## config.mk

```make
export PLATFORM = sky130hd
export DESIGN_NAME = fie_top
export DESIGN_NICKNAME = d
export VERILOG_FILES = /design/src/core/fie_pkg.sv /design/src/core/fie_en_field.sv /design/src/core/fie_sticky.sv /design/src/core/fie_top.sv
export SDC_FILE = /design/constraint.sdc
export NUM_CORES = 1
export LEC_CHECK = 0
export BUFFER_PORTS_ARGS = -buffer_cell sky130_fd_sc_hd__buf_2
export CAP_MARGIN = 30
export CORE_ASPECT_RATIO = 1.5
export CORE_MARGIN = 8
export CORE_UTILIZATION = 40
export CTS_BUF_LIST = sky130_fd_sc_hd__clkbuf_2 sky130_fd_sc_hd__clkbuf_4 sky130_fd_sc_hd__clkbuf_8
export DETAILED_ROUTE_END_ITERATION = 10
export PLACE_DENSITY = 0.64
export SLEW_MARGIN = 10
export SYNTH_ARGS = -nofsm -noshare
export SYNTH_HDL_FRONTEND = slang
export SYNTH_SLANG_ARGS = --single-unit
```

## constraint.sdc

```tcl
create_clock -name REF_CLK_I -period 1.21 [get_ports REF_CLK_I]
set_clock_uncertainty 0.2 [all_clocks]
set_input_delay 0 -clock REF_CLK_I [delete_from_list [all_inputs] [get_ports REF_CLK_I]]
set_output_delay 0 -clock REF_CLK_I [all_outputs]
set_load 0.01 [all_outputs]
```

## src/core/fie_pkg.sv

```systemverilog
// Package: register map, field layout, reset values and carrier types of the fault interrupt-enable block
package fie_pkg;
    // ==========================================
    // Register offsets (byte addresses on the plain port)
    localparam logic [7:0] FIE_OFF_DETECT_CFG = 8'h06;
    localparam logic [7:0] FIE_OFF_SUPPLY_EN = 8'h08;
    localparam logic [7:0] FIE_OFF_BOOST_EN = 8'h0A;
    localparam logic [7:0] FIE_OFF_FAULT_STAT = 8'h10;
    localparam logic [7:0] FIE_OFF_FAULT_MASK = 8'h12;
    localparam logic [7:0] FIE_OFF_STAT_CLEAR = 8'h14;

    // ==========================================
    // Reset values
    localparam logic [15:0] FIE_RST_DETECT_CFG = 16'h0100;
    localparam logic [15:0] FIE_RST_SUPPLY_EN = 16'h2AAA;
    localparam logic [15:0] FIE_RST_BOOST_EN = 16'hA028;
    localparam logic [15:0] FIE_RST_MASK = 16'hFFFF;

    // ==========================================
    // Field layout
    localparam int FIE_GND_DET_BIT = 8;
    localparam int FIE_STRINGS = 6;
    localparam logic [15:0] FIE_DETECT_CFG_MASK = 16'h013F;
    localparam int FIE_SUPPLY_FIELDS = 7;
    localparam int FIE_BOOST_FIELDS = 7;
    localparam int FIE_BOOST_FIRST = 1;
    localparam int FIE_SOURCES = 14;

    // Two-bit enable field codes
    localparam logic [1:0] FIE_CODE_OFF = 2'h1;
    localparam logic [1:0] FIE_CODE_ON = 2'h3;
    localparam logic [1:0] FIE_READ_OFF = 2'h0;
    localparam logic [1:0] FIE_READ_ON = 2'h2;

    // ==========================================
    // Carrier types
    typedef struct packed {
        logic [7:0] addr;
        logic [15:0] wdata;
        logic wr;
        logic rd;
    } fie_bus_s;

    typedef struct packed {
        logic ground_short_detect_on;
        logic [5:0] internal_short_off;
    } fie_detect_s;
endpackage

```

## src/core/fie_en_field.sv

```systemverilog
// Module: one two-bit write-to-change interrupt enable field
`timescale 1ns/1ns
module fie_en_field
    import fie_pkg::*;
#(
    parameter logic RESET_ON = 1'b1
) (
    // Clock and reset
    input wire logic clk_i,
    input wire logic rstn_i,
    // Write
    input wire logic wr_i,
    input wire logic [1:0] code_i,
    // State
    output logic on_o,
    output logic [1:0] rd_code_o
);
    typedef struct packed {
        logic on;
    } fie_field_s;

    fie_field_s st_reg;
    fie_field_s st_next;

    always_comb begin
        st_next = st_reg;
        // Codes 0h and 2h leave the enable as it is
        if (wr_i && code_i == FIE_CODE_OFF) begin
            st_next.on = 1'b0;
        end else if (wr_i && code_i == FIE_CODE_ON) begin
            st_next.on = 1'b1;
        end
    end

    always_ff @(posedge clk_i or negedge rstn_i) begin
        if (!rstn_i) begin
            st_reg <= '{on: RESET_ON};
        end else begin
            st_reg <= st_next;
        end
    end

    assign on_o = st_reg.on;
    assign rd_code_o = st_reg.on ? FIE_READ_ON : FIE_READ_OFF;

    AST_NOP_KEEPS: assert property (@(posedge clk_i) disable iff (!rstn_i)
        wr_i && !code_i[0] |=> $stable(on_o))
        else $error("enable changed on a no-op code");
    AST_CODE_ACTS: assert property (@(posedge clk_i) disable iff (!rstn_i)
        wr_i && code_i[0] |=> on_o == $past(code_i[1]))
        else $error("enable code not applied");
endmodule

```

## src/core/fie_sticky.sv

```systemverilog
// Module: one sticky fault flag with paired status-and-clear write
`timescale 1ns/1ns
module fie_sticky (
    // Clock and reset
    input wire logic clk_i,
    input wire logic rstn_i,
    // Event and clear
    input wire logic event_i,
    input wire logic clear_i,
    // Flag
    output logic flag_o
);
    typedef struct packed {
        logic flag;
    } fie_flag_s;

    fie_flag_s st_reg;
    fie_flag_s st_next;

    always_comb begin
        st_next = st_reg;
        // Set wins over a clear in the same cycle
        if (event_i) begin
            st_next.flag = 1'b1;
        end else if (clear_i) begin
            st_next.flag = 1'b0;
        end
    end

    always_ff @(posedge clk_i or negedge rstn_i) begin
        if (!rstn_i) begin
            st_reg <= '{flag: 1'b0};
        end else begin
            st_reg <= st_next;
        end
    end

    assign flag_o = st_reg.flag;

    AST_SET_WINS: assert property (@(posedge clk_i) disable iff (!rstn_i)
        event_i |=> flag_o)
        else $error("fault event lost");
    AST_CLEAR_ONLY: assert property (@(posedge clk_i) disable iff (!rstn_i)
        flag_o && !clear_i |=> flag_o)
        else $error("flag dropped without clear");
endmodule

```

## src/core/fie_top.sv

```systemverilog
// Module: fault detection configuration, interrupt enables and fault interrupt of the backlight driver
`timescale 1ns/1ns
module fie_top
    import fie_pkg::*;
(
    // Clock and reset
    input wire logic REF_CLK_I,
    input wire logic RSTN_I,
    // Register port
    input wire logic [7:0] ADDR_I,
    input wire logic [15:0] WDATA_I,
    input wire logic WR_I,
    input wire logic RD_I,
    output logic [15:0] RDATA_O,
    // Fault sources from the detectors: 13..7 supply, 6..0 boost
    input wire logic [13:0] FAULT_I,
    // Detector configuration
    output logic GND_SHORT_DETECT_ON_O,
    output logic [5:0] INTERNAL_SHORT_OFF_O,
    // Interrupt
    output logic IRQ_O
);
    import fie_pkg::*;

    // ==========================================
    // State
    typedef struct packed {
        logic [13:0] fault_meta;
        logic [13:0] fault_sync;
        logic [15:0] detect_cfg;
        logic [13:0] mask;
        logic [15:0] rdata;
        logic irq;
    } fie_state_s;

    fie_state_s st_reg;
    fie_state_s st_next;
    fie_bus_s bus;
    fie_detect_s det;

    logic [15:0] supply_rd;
    logic [15:0] boost_rd;
    logic [13:0] src_on;
    logic [13:0] status;
    logic [13:0] clr;
    logic [15:0] stat_rd;
    logic wr_supply;
    logic wr_boost;
    logic wr_clear;

    assign bus = '{addr: ADDR_I, wdata: WDATA_I, wr: WR_I, rd: RD_I};
    assign wr_supply = bus.wr && bus.addr == FIE_OFF_SUPPLY_EN;
    assign wr_boost = bus.wr && bus.addr == FIE_OFF_BOOST_EN;
    assign wr_clear = bus.wr && bus.addr == FIE_OFF_STAT_CLEAR;

    // ==========================================
    // Enable fields
    genvar gi;
    generate
        for (gi = 0; gi < FIE_SUPPLY_FIELDS; gi++) begin : g_supply
            fie_en_field #(.RESET_ON(FIE_RST_SUPPLY_EN[2*gi+1])) u_field (
                .clk_i(REF_CLK_I),
                .rstn_i(RSTN_I),
                .wr_i(wr_supply),
                .code_i(bus.wdata[2*gi +: 2]),
                .on_o(src_on[FIE_BOOST_FIELDS + gi]),
                .rd_code_o(supply_rd[2*gi +: 2])
            );
        end
        for (gi = 0; gi < FIE_BOOST_FIELDS; gi++) begin : g_boost
            // Strap-resistor enables come out of reset off per the reset word
            fie_en_field #(.RESET_ON(FIE_RST_BOOST_EN[2*(gi+FIE_BOOST_FIRST)+1])) u_field (
                .clk_i(REF_CLK_I),
                .rstn_i(RSTN_I),
                .wr_i(wr_boost),
                .code_i(bus.wdata[2*(gi+FIE_BOOST_FIRST) +: 2]),
                .on_o(src_on[gi]),
                .rd_code_o(boost_rd[2*(gi+FIE_BOOST_FIRST) +: 2])
            );
        end
        // Sticky status: a bit clears only when written together with the shared clear bit
        for (gi = 0; gi < FIE_SOURCES; gi++) begin : g_stat
            assign clr[gi] = wr_clear && bus.wdata[gi] && bus.wdata[FIE_SOURCES] ;
            fie_sticky u_flag (
                .clk_i(REF_CLK_I),
                .rstn_i(RSTN_I),
                .event_i(st_reg.fault_sync[gi] && src_on[gi]),
                .clear_i(clr[gi]),
                .flag_o(status[gi])
            );
        end
    endgenerate

    assign supply_rd[15:2*FIE_SUPPLY_FIELDS] = '0;
    assign boost_rd[2*FIE_BOOST_FIRST-1:0] = '0;
    assign stat_rd = {2'h0, status};

    // ==========================================
    // Register file and interrupt
    always_comb begin
        st_next = st_reg;
        st_next.fault_meta = FAULT_I;
        st_next.fault_sync = st_reg.fault_meta;
        if (bus.wr && bus.addr == FIE_OFF_DETECT_CFG) begin
            // Bits 7..6 are not stored, so a nonzero write there cannot upset detection
            st_next.detect_cfg = bus.wdata & FIE_DETECT_CFG_MASK;
        end
        if (bus.wr && bus.addr == FIE_OFF_FAULT_MASK) begin
            st_next.mask = bus.wdata[13:0];
        end
        st_next.rdata = '0;
        if (bus.rd) begin
            case (bus.addr)
                FIE_OFF_DETECT_CFG: st_next.rdata = st_reg.detect_cfg;
                FIE_OFF_SUPPLY_EN: st_next.rdata = supply_rd;
                FIE_OFF_BOOST_EN: st_next.rdata = boost_rd;
                FIE_OFF_FAULT_STAT: st_next.rdata = stat_rd;
                FIE_OFF_FAULT_MASK: st_next.rdata = {2'h0, st_reg.mask};
                default: st_next.rdata = '0;
            endcase
        end
        st_next.irq = |(status & st_reg.mask);
    end

    always_ff @(posedge REF_CLK_I or negedge RSTN_I) begin
        if (!RSTN_I) begin
            st_reg <= '{fault_meta: '0, fault_sync: '0, detect_cfg: FIE_RST_DETECT_CFG,
                        mask: FIE_RST_MASK[13:0], rdata: '0, irq: 1'b0};
        end else begin
            st_reg <= st_next;
        end
    end

    assign det = '{ground_short_detect_on: st_reg.detect_cfg[FIE_GND_DET_BIT],
                   internal_short_off: st_reg.detect_cfg[FIE_STRINGS-1:0]};
    assign GND_SHORT_DETECT_ON_O = det.ground_short_detect_on;
    assign INTERNAL_SHORT_OFF_O = det.internal_short_off;
    assign RDATA_O = st_reg.rdata;
    assign IRQ_O = st_reg.irq;

    // ==========================================
    // Checks
    AST_IRQ_FOLLOWS: assert property (@(posedge REF_CLK_I) disable iff (!RSTN_I)
        ##1 IRQ_O == |($past(status) & $past(st_reg.mask)))
        else $error("interrupt does not follow masked status");
    AST_NO_DISABLED_SRC: assert property (@(posedge REF_CLK_I) disable iff (!RSTN_I)
        ##1 (status & ~$past(status) & ~($past(st_reg.fault_sync) & $past(src_on))) == '0)
        else $error("status set without an enabled fault");
    AST_CFG_WRITE: assert property (@(posedge REF_CLK_I) disable iff (!RSTN_I)
        bus.wr && bus.addr == FIE_OFF_DETECT_CFG |=> GND_SHORT_DETECT_ON_O == $past(WDATA_I[8]))
        else $error("ground detect bit not written");
    AST_STR_WRITE: assert property (@(posedge REF_CLK_I) disable iff (!RSTN_I)
        bus.wr && bus.addr == FIE_OFF_DETECT_CFG |=> INTERNAL_SHORT_OFF_O == $past(WDATA_I[5:0]))
        else $error("string short bits not written");
    AST_RD_CODE: assert property (@(posedge REF_CLK_I) disable iff (!RSTN_I)
        bus.rd && bus.addr == FIE_OFF_SUPPLY_EN |=> RDATA_O[1:0] == {$past(src_on[7]), 1'b0})
        else $error("enable read code wrong");
    AST_BOOST_RSVD: assert property (@(posedge REF_CLK_I) disable iff (!RSTN_I)
        bus.rd && bus.addr == FIE_OFF_BOOST_EN |=> RDATA_O[1:0] == 2'h0)
        else $error("reserved boost bits nonzero");
    AST_SUPPLY_RSVD: assert property (@(posedge REF_CLK_I) disable iff (!RSTN_I)
        bus.rd && bus.addr == FIE_OFF_SUPPLY_EN |=> RDATA_O[15:14] == 2'h0)
        else $error("reserved supply bits nonzero");
    AST_CFG_RSVD: assert property (@(posedge REF_CLK_I) disable iff (!RSTN_I)
        bus.rd && bus.addr == FIE_OFF_DETECT_CFG |=> RDATA_O[7:6] == 2'h0)
        else $error("config bits 7..6 nonzero");
endmodule

```

Word-level counts from Yosys, hierarchy flattened
Index checks and enable logic that the tools add are counted.
{"block": "totals", "regBits": 94, "input_bits": 42, "out_inout_bits": 24, "wordCells": 233}
{"block": "classes", "eq_ne": 22, "muxes": 72, "n_bitwise": 1, "n_reduce_logical": 104}
{"cell": "$pmux 16 s5", "count": 1}
{"cell": "$logic_and 1x1->1", "count": 75}
{"cell": "$mux 1", "count": 56}
{"cell": "$reduce_bool 2->1", "count": 28}
{"cell": "$mux 2", "count": 14}
{"cell": "$eq 8x5->1 const B", "count": 3}
{"cell": "$eq 2x1->1 const B", "count": 8}
{"cell": "$eq 2x2->1 const B", "count": 8}
{"cell": "$eq 8x4->1 const B", "count": 2}
{"cell": "$mux 16", "count": 1}
{"cell": "$and 14x14->14", "count": 1}
{"cell": "$reduce_or 14->1", "count": 1}
{"cell": "$eq 8x3->1 const B", "count": 1}

Logic depth before layout (Yosys ltp)
Gate-level depths: netlist of run 1.
{"block": "depth", "depth_word": 6, "mapped_depth": 6, "mapped_depth_nobuf": 4}

Cells and area by module
Synthesis of run 1 repeated with hierarchy kept, for this count alone.
{"block": "hier_totals", "hier_cells": 375, "hier_area_um2": 4465.5}
{"module": "fie_top", "n_inst": 1, "cells_per_inst": 249, "area_per_inst_um2": 3067.9, "seq_area_each_um2": 1670.4}
{"module": "fie_en_field at g_boost[0].u_field ...", "n_inst": 11, "cells_per_inst": 6, "area_per_inst_um2": 63.8, "seq_area_each_um2": 26.3}
{"module": "fie_sticky", "n_inst": 14, "cells_per_inst": 3, "area_per_inst_um2": 36.3, "seq_area_each_um2": 25.0}
{"module": "fie_en_field at g_boost[2].u_field ...", "n_inst": 3, "cells_per_inst": 6, "area_per_inst_um2": 62.6, "seq_area_each_um2": 25.0}

Least setup slack after synthesis of run 1
OpenSTA, ideal clock, no wires.
{"block": "synth_path", "path_kind": "input to register", "startpoint": "input ADDR_I[0]", "endpoint": "register g_supply[0].u_field.st_reg", "setup_ns": 0.082, "t_arrival_ns": 1.405, "required_time_ns": 0.928, "path_slack_ns": -0.477, "cell_stages": 5, "path_buffers": 1, "cell_sequence": "or4_4 buf_6 nor4_4 nand2_1 mux2_4"}
{"block": "synth_between", "elab_chain_len": 4, "word_cells_on_any_way": 6, "classes_between": "eq/ne: 1; mux: 1; reduce/logical: 4"}
{"item": "start, declared", "line": "fie_top.sv:10", "text": "input wire logic [7:0] ADDR_I,"}
{"item": "$eq 8x4->1 *", "line": "fie_top.sv:52", "text": "assign wr_supply = bus.wr && bus.addr == FIE_OFF_SUPPLY_EN;"}
{"item": "$logic_and 1x1->1 *", "line": "fie_top.sv:52"}
{"item": "$logic_and 1x1->1 (on tied branches)", "line": "fie_en_field.sv:28, fie_en_field.sv:30"}
{"item": "$mux 1 / $reduce_bool 2->1 (equally long branches)"}
{"item": "end signal, assigned", "line": "fie_en_field.sv:37", "text": "st_reg <= '{on: RESET_ON};"}
{"item": "end signal, assigned", "line": "fie_en_field.sv:39", "text": "st_reg <= st_next;"}
{"item": "end, declared", "line": "fie_en_field.sv:22", "text": "fie_field_s st_reg;"}
Mark *: on every way between the ends. The rest lies on a longest branch, timed or not.
A chain may end at the register's enable or synchronous reset.

==> reports/metrics.cfg, run 1 <==
[run_status]
run_status = finished, violations left
violations = hold timing, setup timing

[clocking]
tritoncts = done
clock-sinks = 93
clk_pin_slew_ps = 90
cts-htree-levels = 3
hold_buffers = 34
insertion_delay_ps = 370
cts_buffers = 9
clockBufferDepth = 2
root_buffer = clkbuf_8

[worst_hold_path]
hp-class = input port to asynchronous set/reset pin

[worst_setup_path]
r2r_slack_ps = -310
r2r_start = st_reg[27]$_DFFE_PN1P_
path_max_fanout = 2
path_buf_inv = 0
endpoint = IRQ_O$_DFF_PN0_
crit_chain = a22oi_2 > nand2_2 > a221oi_4 > nand4_1
max_stage_delay_ps = 390
crit_required_ps = 1250
critPathTopFamily = compound AO/OA/AOI/OAI gates
critPathLaunch = st_reg[27]$_DFFE_PN1P_
r2r-end = IRQ_O$_DFF_PN0_
cp.depth = 4
worst_path_max_delay_cell = dfstp_2
start_kind = flip-flop
reg2reg_depth = 4
crit_type = flip-flop to flip-flop
worst_ep_arrival_time_ps = 1570
endpoint_kind = flip-flop

[floorplanning]
dieHeight_um = 136
dieArea_um2 = 13100
rows = 44
initial_utilization_pct = 40.4
io_pins = 66
die_x_um = 96.1
core_um2 = 9520

[detailed_routing]
postRouteAntennaNets = 0
wl_per_cell_um = 18.6
firstDrtPassIters = 4
drc = 0
viasPerCell = 5.07
num_vias = 2715
first_iter_violations = 105
wl_um = 9990

[finish]
antenna_cells = 0
fin_nets = 458
largest_register_ffs = 28
syn_to_final_growth_pct = 42.5
multi_input_area_um2 = 1530
seqCellArea_um2 = 2360
nFillCells = 782
drive_above_1_share_pct = 60.8

[synthesis]
synth_area_leaders = dfrtp_1 (44%), dfstp_2 (18%), mux2_2 (11%)
syn_inst = 280
yosysWarnings = 0
synth_cell_types = 35
yosysMostFrequentCell = dfrtp_1
synth_top_area_share_pct = 43.5
syn-num-nets = 322
synth_ff_type = dfrtp_1
synth_seq_area_share_pct = 61.3
synthTopCellsByCount = dfrtp_1 (67), mux2_2 (39), nand2_1 (33)
async_flop_share_pct = 100
synth_top_area_cell = dfrtp_1
synth_area_per_cell_um2 = 13.7
synth_area_um2 = 3850
synth_edf_count = 0
synth-seq-cells = 93

[global_route]
grt_pass1_vias = 3014
grt.total_usage_pct = 16.2
grt_antenna_before_repair = 0
grt_pass1_wl_um = 15700
grt_start_max_net_pins = 30
grt_remaining_overflow = 0

[timing]
fmax_mhz = 656
fin_setup_tns_ps = -5220
period_minus_slack_ps = 1520
worst_slack_ps = -314
finalMaxSlewViolations = 0
fin_crit_sh_pct = 126
finalHoldViolCount = 15
setup_viol = 39
whs_ps = -118
rsz0062_at_grt = yes

[power_and_ir_drop]
switching_share_pct = 26.6
power_density_nw_per_um2 = 1180
power_frac_comb_pct = 15.6
p_switching_uw = 1720
seqPwrFrac_pct = 54.6
vdd_drop_max_mv = 0.630
power_leakage_uw = 0.00257
p_clk_share_pct = 29.8
power.internal_uw = 4760

[job]
drv_cap = 0

[placed_design]
port_buffers = 64
place.gp.congestion = 0.822
dp_hpwl_um = 6930

-- through the flow --
step / power (uW) / setup WS, ps / utilization (%) / instances / cell area (um2)
2_1_floorplan: 3870 / -476 / - / 280 / 3930
3_3_place_gp: 4350 / -668 / 48.5 / 477 / 4620
3_5_place_dp: 4380 / -660 / 48.5 / 477 / 4620
4_1_cts: 6500 / -292 / 55.9 / 533 / 5320
5_1_grt: 6740 / -320 / 57.6 / 536 / 5490
6_report: 6480 / -314 / 57.6 / 536 / 5490
-- worst reg2reg max path, delay by kind of cell (launching register included) --
kind / cells / cell delay [ps]
and+or+nand+nor: 2 / 250
AOI/OAI and AO/OA: 2 / 550
DFF: 1 / 390
-- per-layer routing --
metal  track usage (%)  routed length (um)  vias up
met5                 0                   0        -
met3              3.65                 644       15
li1                  -                   -     1259
met2              27.1                5220       76
met1              18.7                3800     1365
met4              8.24                 320        0
-- layout by cell type, fill, tap and decap left out, types with 4 or more instances in the layout --
cell	synthesis	layout
dfrtp_1	67	67
buf_2	2	60
buf_4	22	40
mux2_2	39	34
dlygate4sd3_1	0	33
dfstp_2	26	26
a22o_1	17	17
nand2_1	33	15
nand2_2	0	14
mux2_4	7	12
buf_6	1	11
nor2_1	12	10
a22oi_2	0	9
clkbuf_8	0	9
buf_12	0	8
a222oi_1	4	4
-- power groups by stage --
stage / Combinational, uW / Clock [uW] / Sequential (uW)
floorplan: 330 / 0 / 3540
global placement: 783 / 0 / 3560
detailed placement: 806 / 0 / 3570
CTS: 979 / 1990 / 3530
global route: 1090 / 2090 / 3560
finish: 1010 / 1930 / 3540
-- worst min path at each step --
stage,depth (start not counted),slack (ps),end,startpoint
detailed placement,1,-260,st_next[55]$_DFF_PN0_,RSTN_I
global placement,1,-270,st_next[55]$_DFF_PN0_,RSTN_I
global route,2,-100,st_reg[52]$_DFF_PN0_,RSTN_I
finish,2,-120,INTERNAL_SHORT_OFF_O[2]$_DFFE_PN0P_,RSTN_I
CTS,2,-130,INTERNAL_SHORT_OFF_O[0]$_DFFE_PN0P_,RSTN_I
floorplan,0,-500,INTERNAL_SHORT_OFF_O[0]$_DFFE_PN0P_,RSTN_I
-- final cells by class --
| cell class | count | area share [%] |
|---|---|---|
| multi-input cells | 157 | 27.8 |
| repair buffers | 155 | 23.3 |
| clock inverters | 6 | 0.844 |
| flip-flops and latches | 93 | 43.0 |
| clock buffers | 10 | 2.39 |
| well taps | 115 | 2.62 |
-- cell families (layout without fill, tap and decap cells) --
logic type | Yosys count | count (layout) | synth area share, %
flops | 93 | 93 | 61.3
simple gates | 68 | 68 | 10.1
other cells | 1 | 1 | 0.0974
buf+inv | 30 | 171 | 5.33
compound gates | 39 | 39 | 8.22
mux | 49 | 49 | 14.9
-- what timing repair did --
action	CTS	global route
pin swaps	21	10
hold endpoints to repair	171	15
endpoints found under the setup margin	34	53
resized for setup	30	32
buffers inserted	6	3
gates cloned	0	2
(Power assumes the default switching activity.)
==> inputs of run 2 (changes only) <==
- ABC_CLOCK_PERIOD_IN_PS: unset -> 1210
- CTS_BUF_LIST: sky130_fd_sc_hd__clkbuf_2 sky130_fd_sc_hd__clkbuf_4 sky130_fd_sc_hd__clkbuf_8 -> sky130_fd_sc_hd__clkbuf_8
==> run 2 against run 1 <==
Effect of this change: the run still ends with hold timing, setup timing left; combinational power hardly changed; core utilization is 0.21 points lower; hold slack better by 5.9 ps; sequential cell count stayed put; sequential share of layout area is 0.16 points higher; sequential power hardly changed; total power is 0.62% lower; clock power is 2% lower; register-to-register slack hardly changed; final cell count stayed put; design area is 0.36% lower; global-route usage hardly changed; critical endpoint unchanged.
==> reports/metrics.cfg, run 2 (synthesis results as in run 1) <==
[run_status]
run_status = finished, violations left  ; unchanged
violations = hold timing, setup timing  ; unchanged

[clocking]
clock-sinks = 93  ; unchanged
cts-htree-levels = 3  ; unchanged
tritoncts = done  ; unchanged
insertion_delay_ps = 370  ; about the same
hold_buffers = 34  ; unchanged
cts_buffers = 9  ; unchanged
clockBufferDepth = 2  ; unchanged
root_buffer = clkbuf_8  ; unchanged
clk_pin_slew_ps = 90  ; about the same

[job]
drv_cap = 0  ; unchanged

[placed_design]
dp_slack_ps = -660  ; unchanged
place.gp.congestion = 0.822  ; unchanged
dp_hpwl_um = 6930  ; unchanged
port_buffers = 64  ; unchanged

[global_route]
grt_pass1_vias = 3013  ; was 3,014
grt_start_max_net_pins = 30  ; unchanged
grt_pass1_wl_um = 15700  ; about the same
grt.total_usage_pct = 16.2  ; about the same
grt_remaining_overflow = 0  ; unchanged
grt_antenna_before_repair = 0  ; unchanged

[detailed_routing]
firstDrtPassIters = 4  ; unchanged
first_iter_violations = 115  ; was 105
drc = 0  ; unchanged
viasPerCell = 5.08  ; was 5.07
wl_um = 10100  ; was 9990 um
postRouteAntennaNets = 0  ; unchanged
num_vias = 2721  ; was 2,715
wl_per_cell_um = 18.8  ; was 18.6 um

[floorplanning]
dieHeight_um = 136  ; unchanged
initial_utilization_pct = 40.4  ; unchanged
rows = 44  ; unchanged
core_um2 = 9520  ; unchanged
dieArea_um2 = 13100  ; unchanged
die_x_um = 96.1  ; unchanged
io_pins = 66  ; unchanged

[finish]
fin_nets = 458  ; unchanged
syn_to_final_growth_pct = 42.0  ; was 42.5%
layout_commonest_cell = dfrtp_1  ; unchanged
drive_above_1_share_pct = 60.3  ; was 60.8%
layout_common_cells = dfrtp_1 (67), buf_2 (60), buf_4 (40)  ; unchanged
final_util_pct = 57.4  ; was 57.6%
antenna_cells = 0  ; unchanged
nFillCells = 787  ; was 782
largest_register_ffs = 28  ; unchanged

[worst_setup_path]
path_max_fanout = 2  ; unchanged
reg2reg_depth = 4  ; unchanged
crit_type = flip-flop to flip-flop  ; unchanged
r2r_slack_ps = -310  ; about the same
endpoint_kind = flip-flop  ; unchanged
r2r_start = st_reg[27]$_DFFE_PN1P_  ; unchanged
r2r-end = IRQ_O$_DFF_PN0_  ; unchanged
critPathLaunch = st_reg[27]$_DFFE_PN1P_  ; unchanged
start_kind = flip-flop  ; unchanged
worst_ep_arrival_time_ps = 1560  ; was 1570 ps
crit_required_ps = 1250  ; about the same

[timing]
fin_crit_sh_pct = 125  ; was 126%
setup_viol = 37  ; was 39
finalHoldViolCount = 15  ; unchanged
finalMaxSlewViolations = 0  ; unchanged
whs_ps = -112  ; was -118 ps
fin_setup_tns_ps = -5260  ; was -5220 ps
fmax_mhz = 659  ; was 656 MHz
rsz0062_at_grt = yes  ; unchanged
worst_slack_ps = -308  ; was -314 ps
period_minus_slack_ps = 1520  ; about the same

[power_and_ir_drop]
fin_total_pwr_uw = 6440  ; was 6480 uW
power_leakage_uw = 0.00258  ; was 0.00257 uW
power_density_nw_per_um2 = 1180  ; about the same
vdd_drop_max_mv = 0.624  ; was 0.630 mV

[worst_hold_path]
hp-class = input port to asynchronous set/reset pin  ; unchanged

-- run 2: cell count changes in the layout (fill, tap and decap cells not counted) --
cell	previous run	this run
nand2_8	1	0
nor2_1	10	11
nor2_4	1	0
clkbuf_4	1	0
nand2_4	3	4
inv_1	0	1
-- run 2: power breakdown --
part	switching (uW)	internal (uW)	leakage (uW)	total, uW
clock network	1140	753	0.0000874	1890
registers	174	3360	0.00112	3540
logic	400	608	0.00137	1010
-- run 2: final cells by class --
| class | count | area (um2) | area share [%] |
|---|---|---|---|
| clock inverter | 7 | 50.0 | 0.916 |
| timing repair buffer | 155 | 1280 | 23.4 |
| tap | 115 | 144 | 2.63 |
| multi-input combinational | 157 | 1510 | 27.6 |
| sequential | 93 | 2360 | 43.2 |
| clock buffer | 9 | 124 | 2.27 |
-- run 2: worst max-delay path: stages (launching register included) --
cell	delay, ps
dfstp_2	390
a22oi_2	260
nand2_2	110
a221oi_4	290
nand4_1	140
-- run 2: worst max path at each step --
stage                     slack (ps)  depth (start not counted)                                   end
after global placement          -670                          6                  RDATA_O[2]$_DFF_PN0_
after floorplan                 -480                          5  g_supply[0].u_field.on_o$_DFFE_PN1P_
after detailed placement        -660                          6                  RDATA_O[2]$_DFF_PN0_
final                           -310                          4                       IRQ_O$_DFF_PN0_
after global routing            -320                          4                       IRQ_O$_DFF_PN0_
after CTS                       -290                          4                       IRQ_O$_DFF_PN0_
-- run 2: metrics by stage --
step	area [um2]	std cells	hold slack (ps)
3_5_place_dp	4620	477	-261
6_report	5470	536	-112
3_3_place_gp	4620	477	-265
5_1_grt	5470	536	-102
4_1_cts	5320	533	-132
2_1_floorplan	3930	280	-496
-- run 2: layer usage --
| layer | routed length, um | GRT usage, % | up-vias |
|---|---|---|---|
| li1 | - | - | 1259 |
| met1 | 3900 | 18.7 | 1367 |
| met2 | 5220 | 27.0 | 80 |
| met3 | 620 | 3.65 | 15 |
| met4 | 317 | 8.24 | 0 |
| met5 | 0 | 0 | - |
-- run 2: what timing repair did --
item,4_1_cts,5_1_grt
pin swaps,21,9
gates resized for setup,30,29
endpoints found under the setup margin,34,53
buffers inserted,6,3
hold endpoints to repair,171,15
cloned,0,2
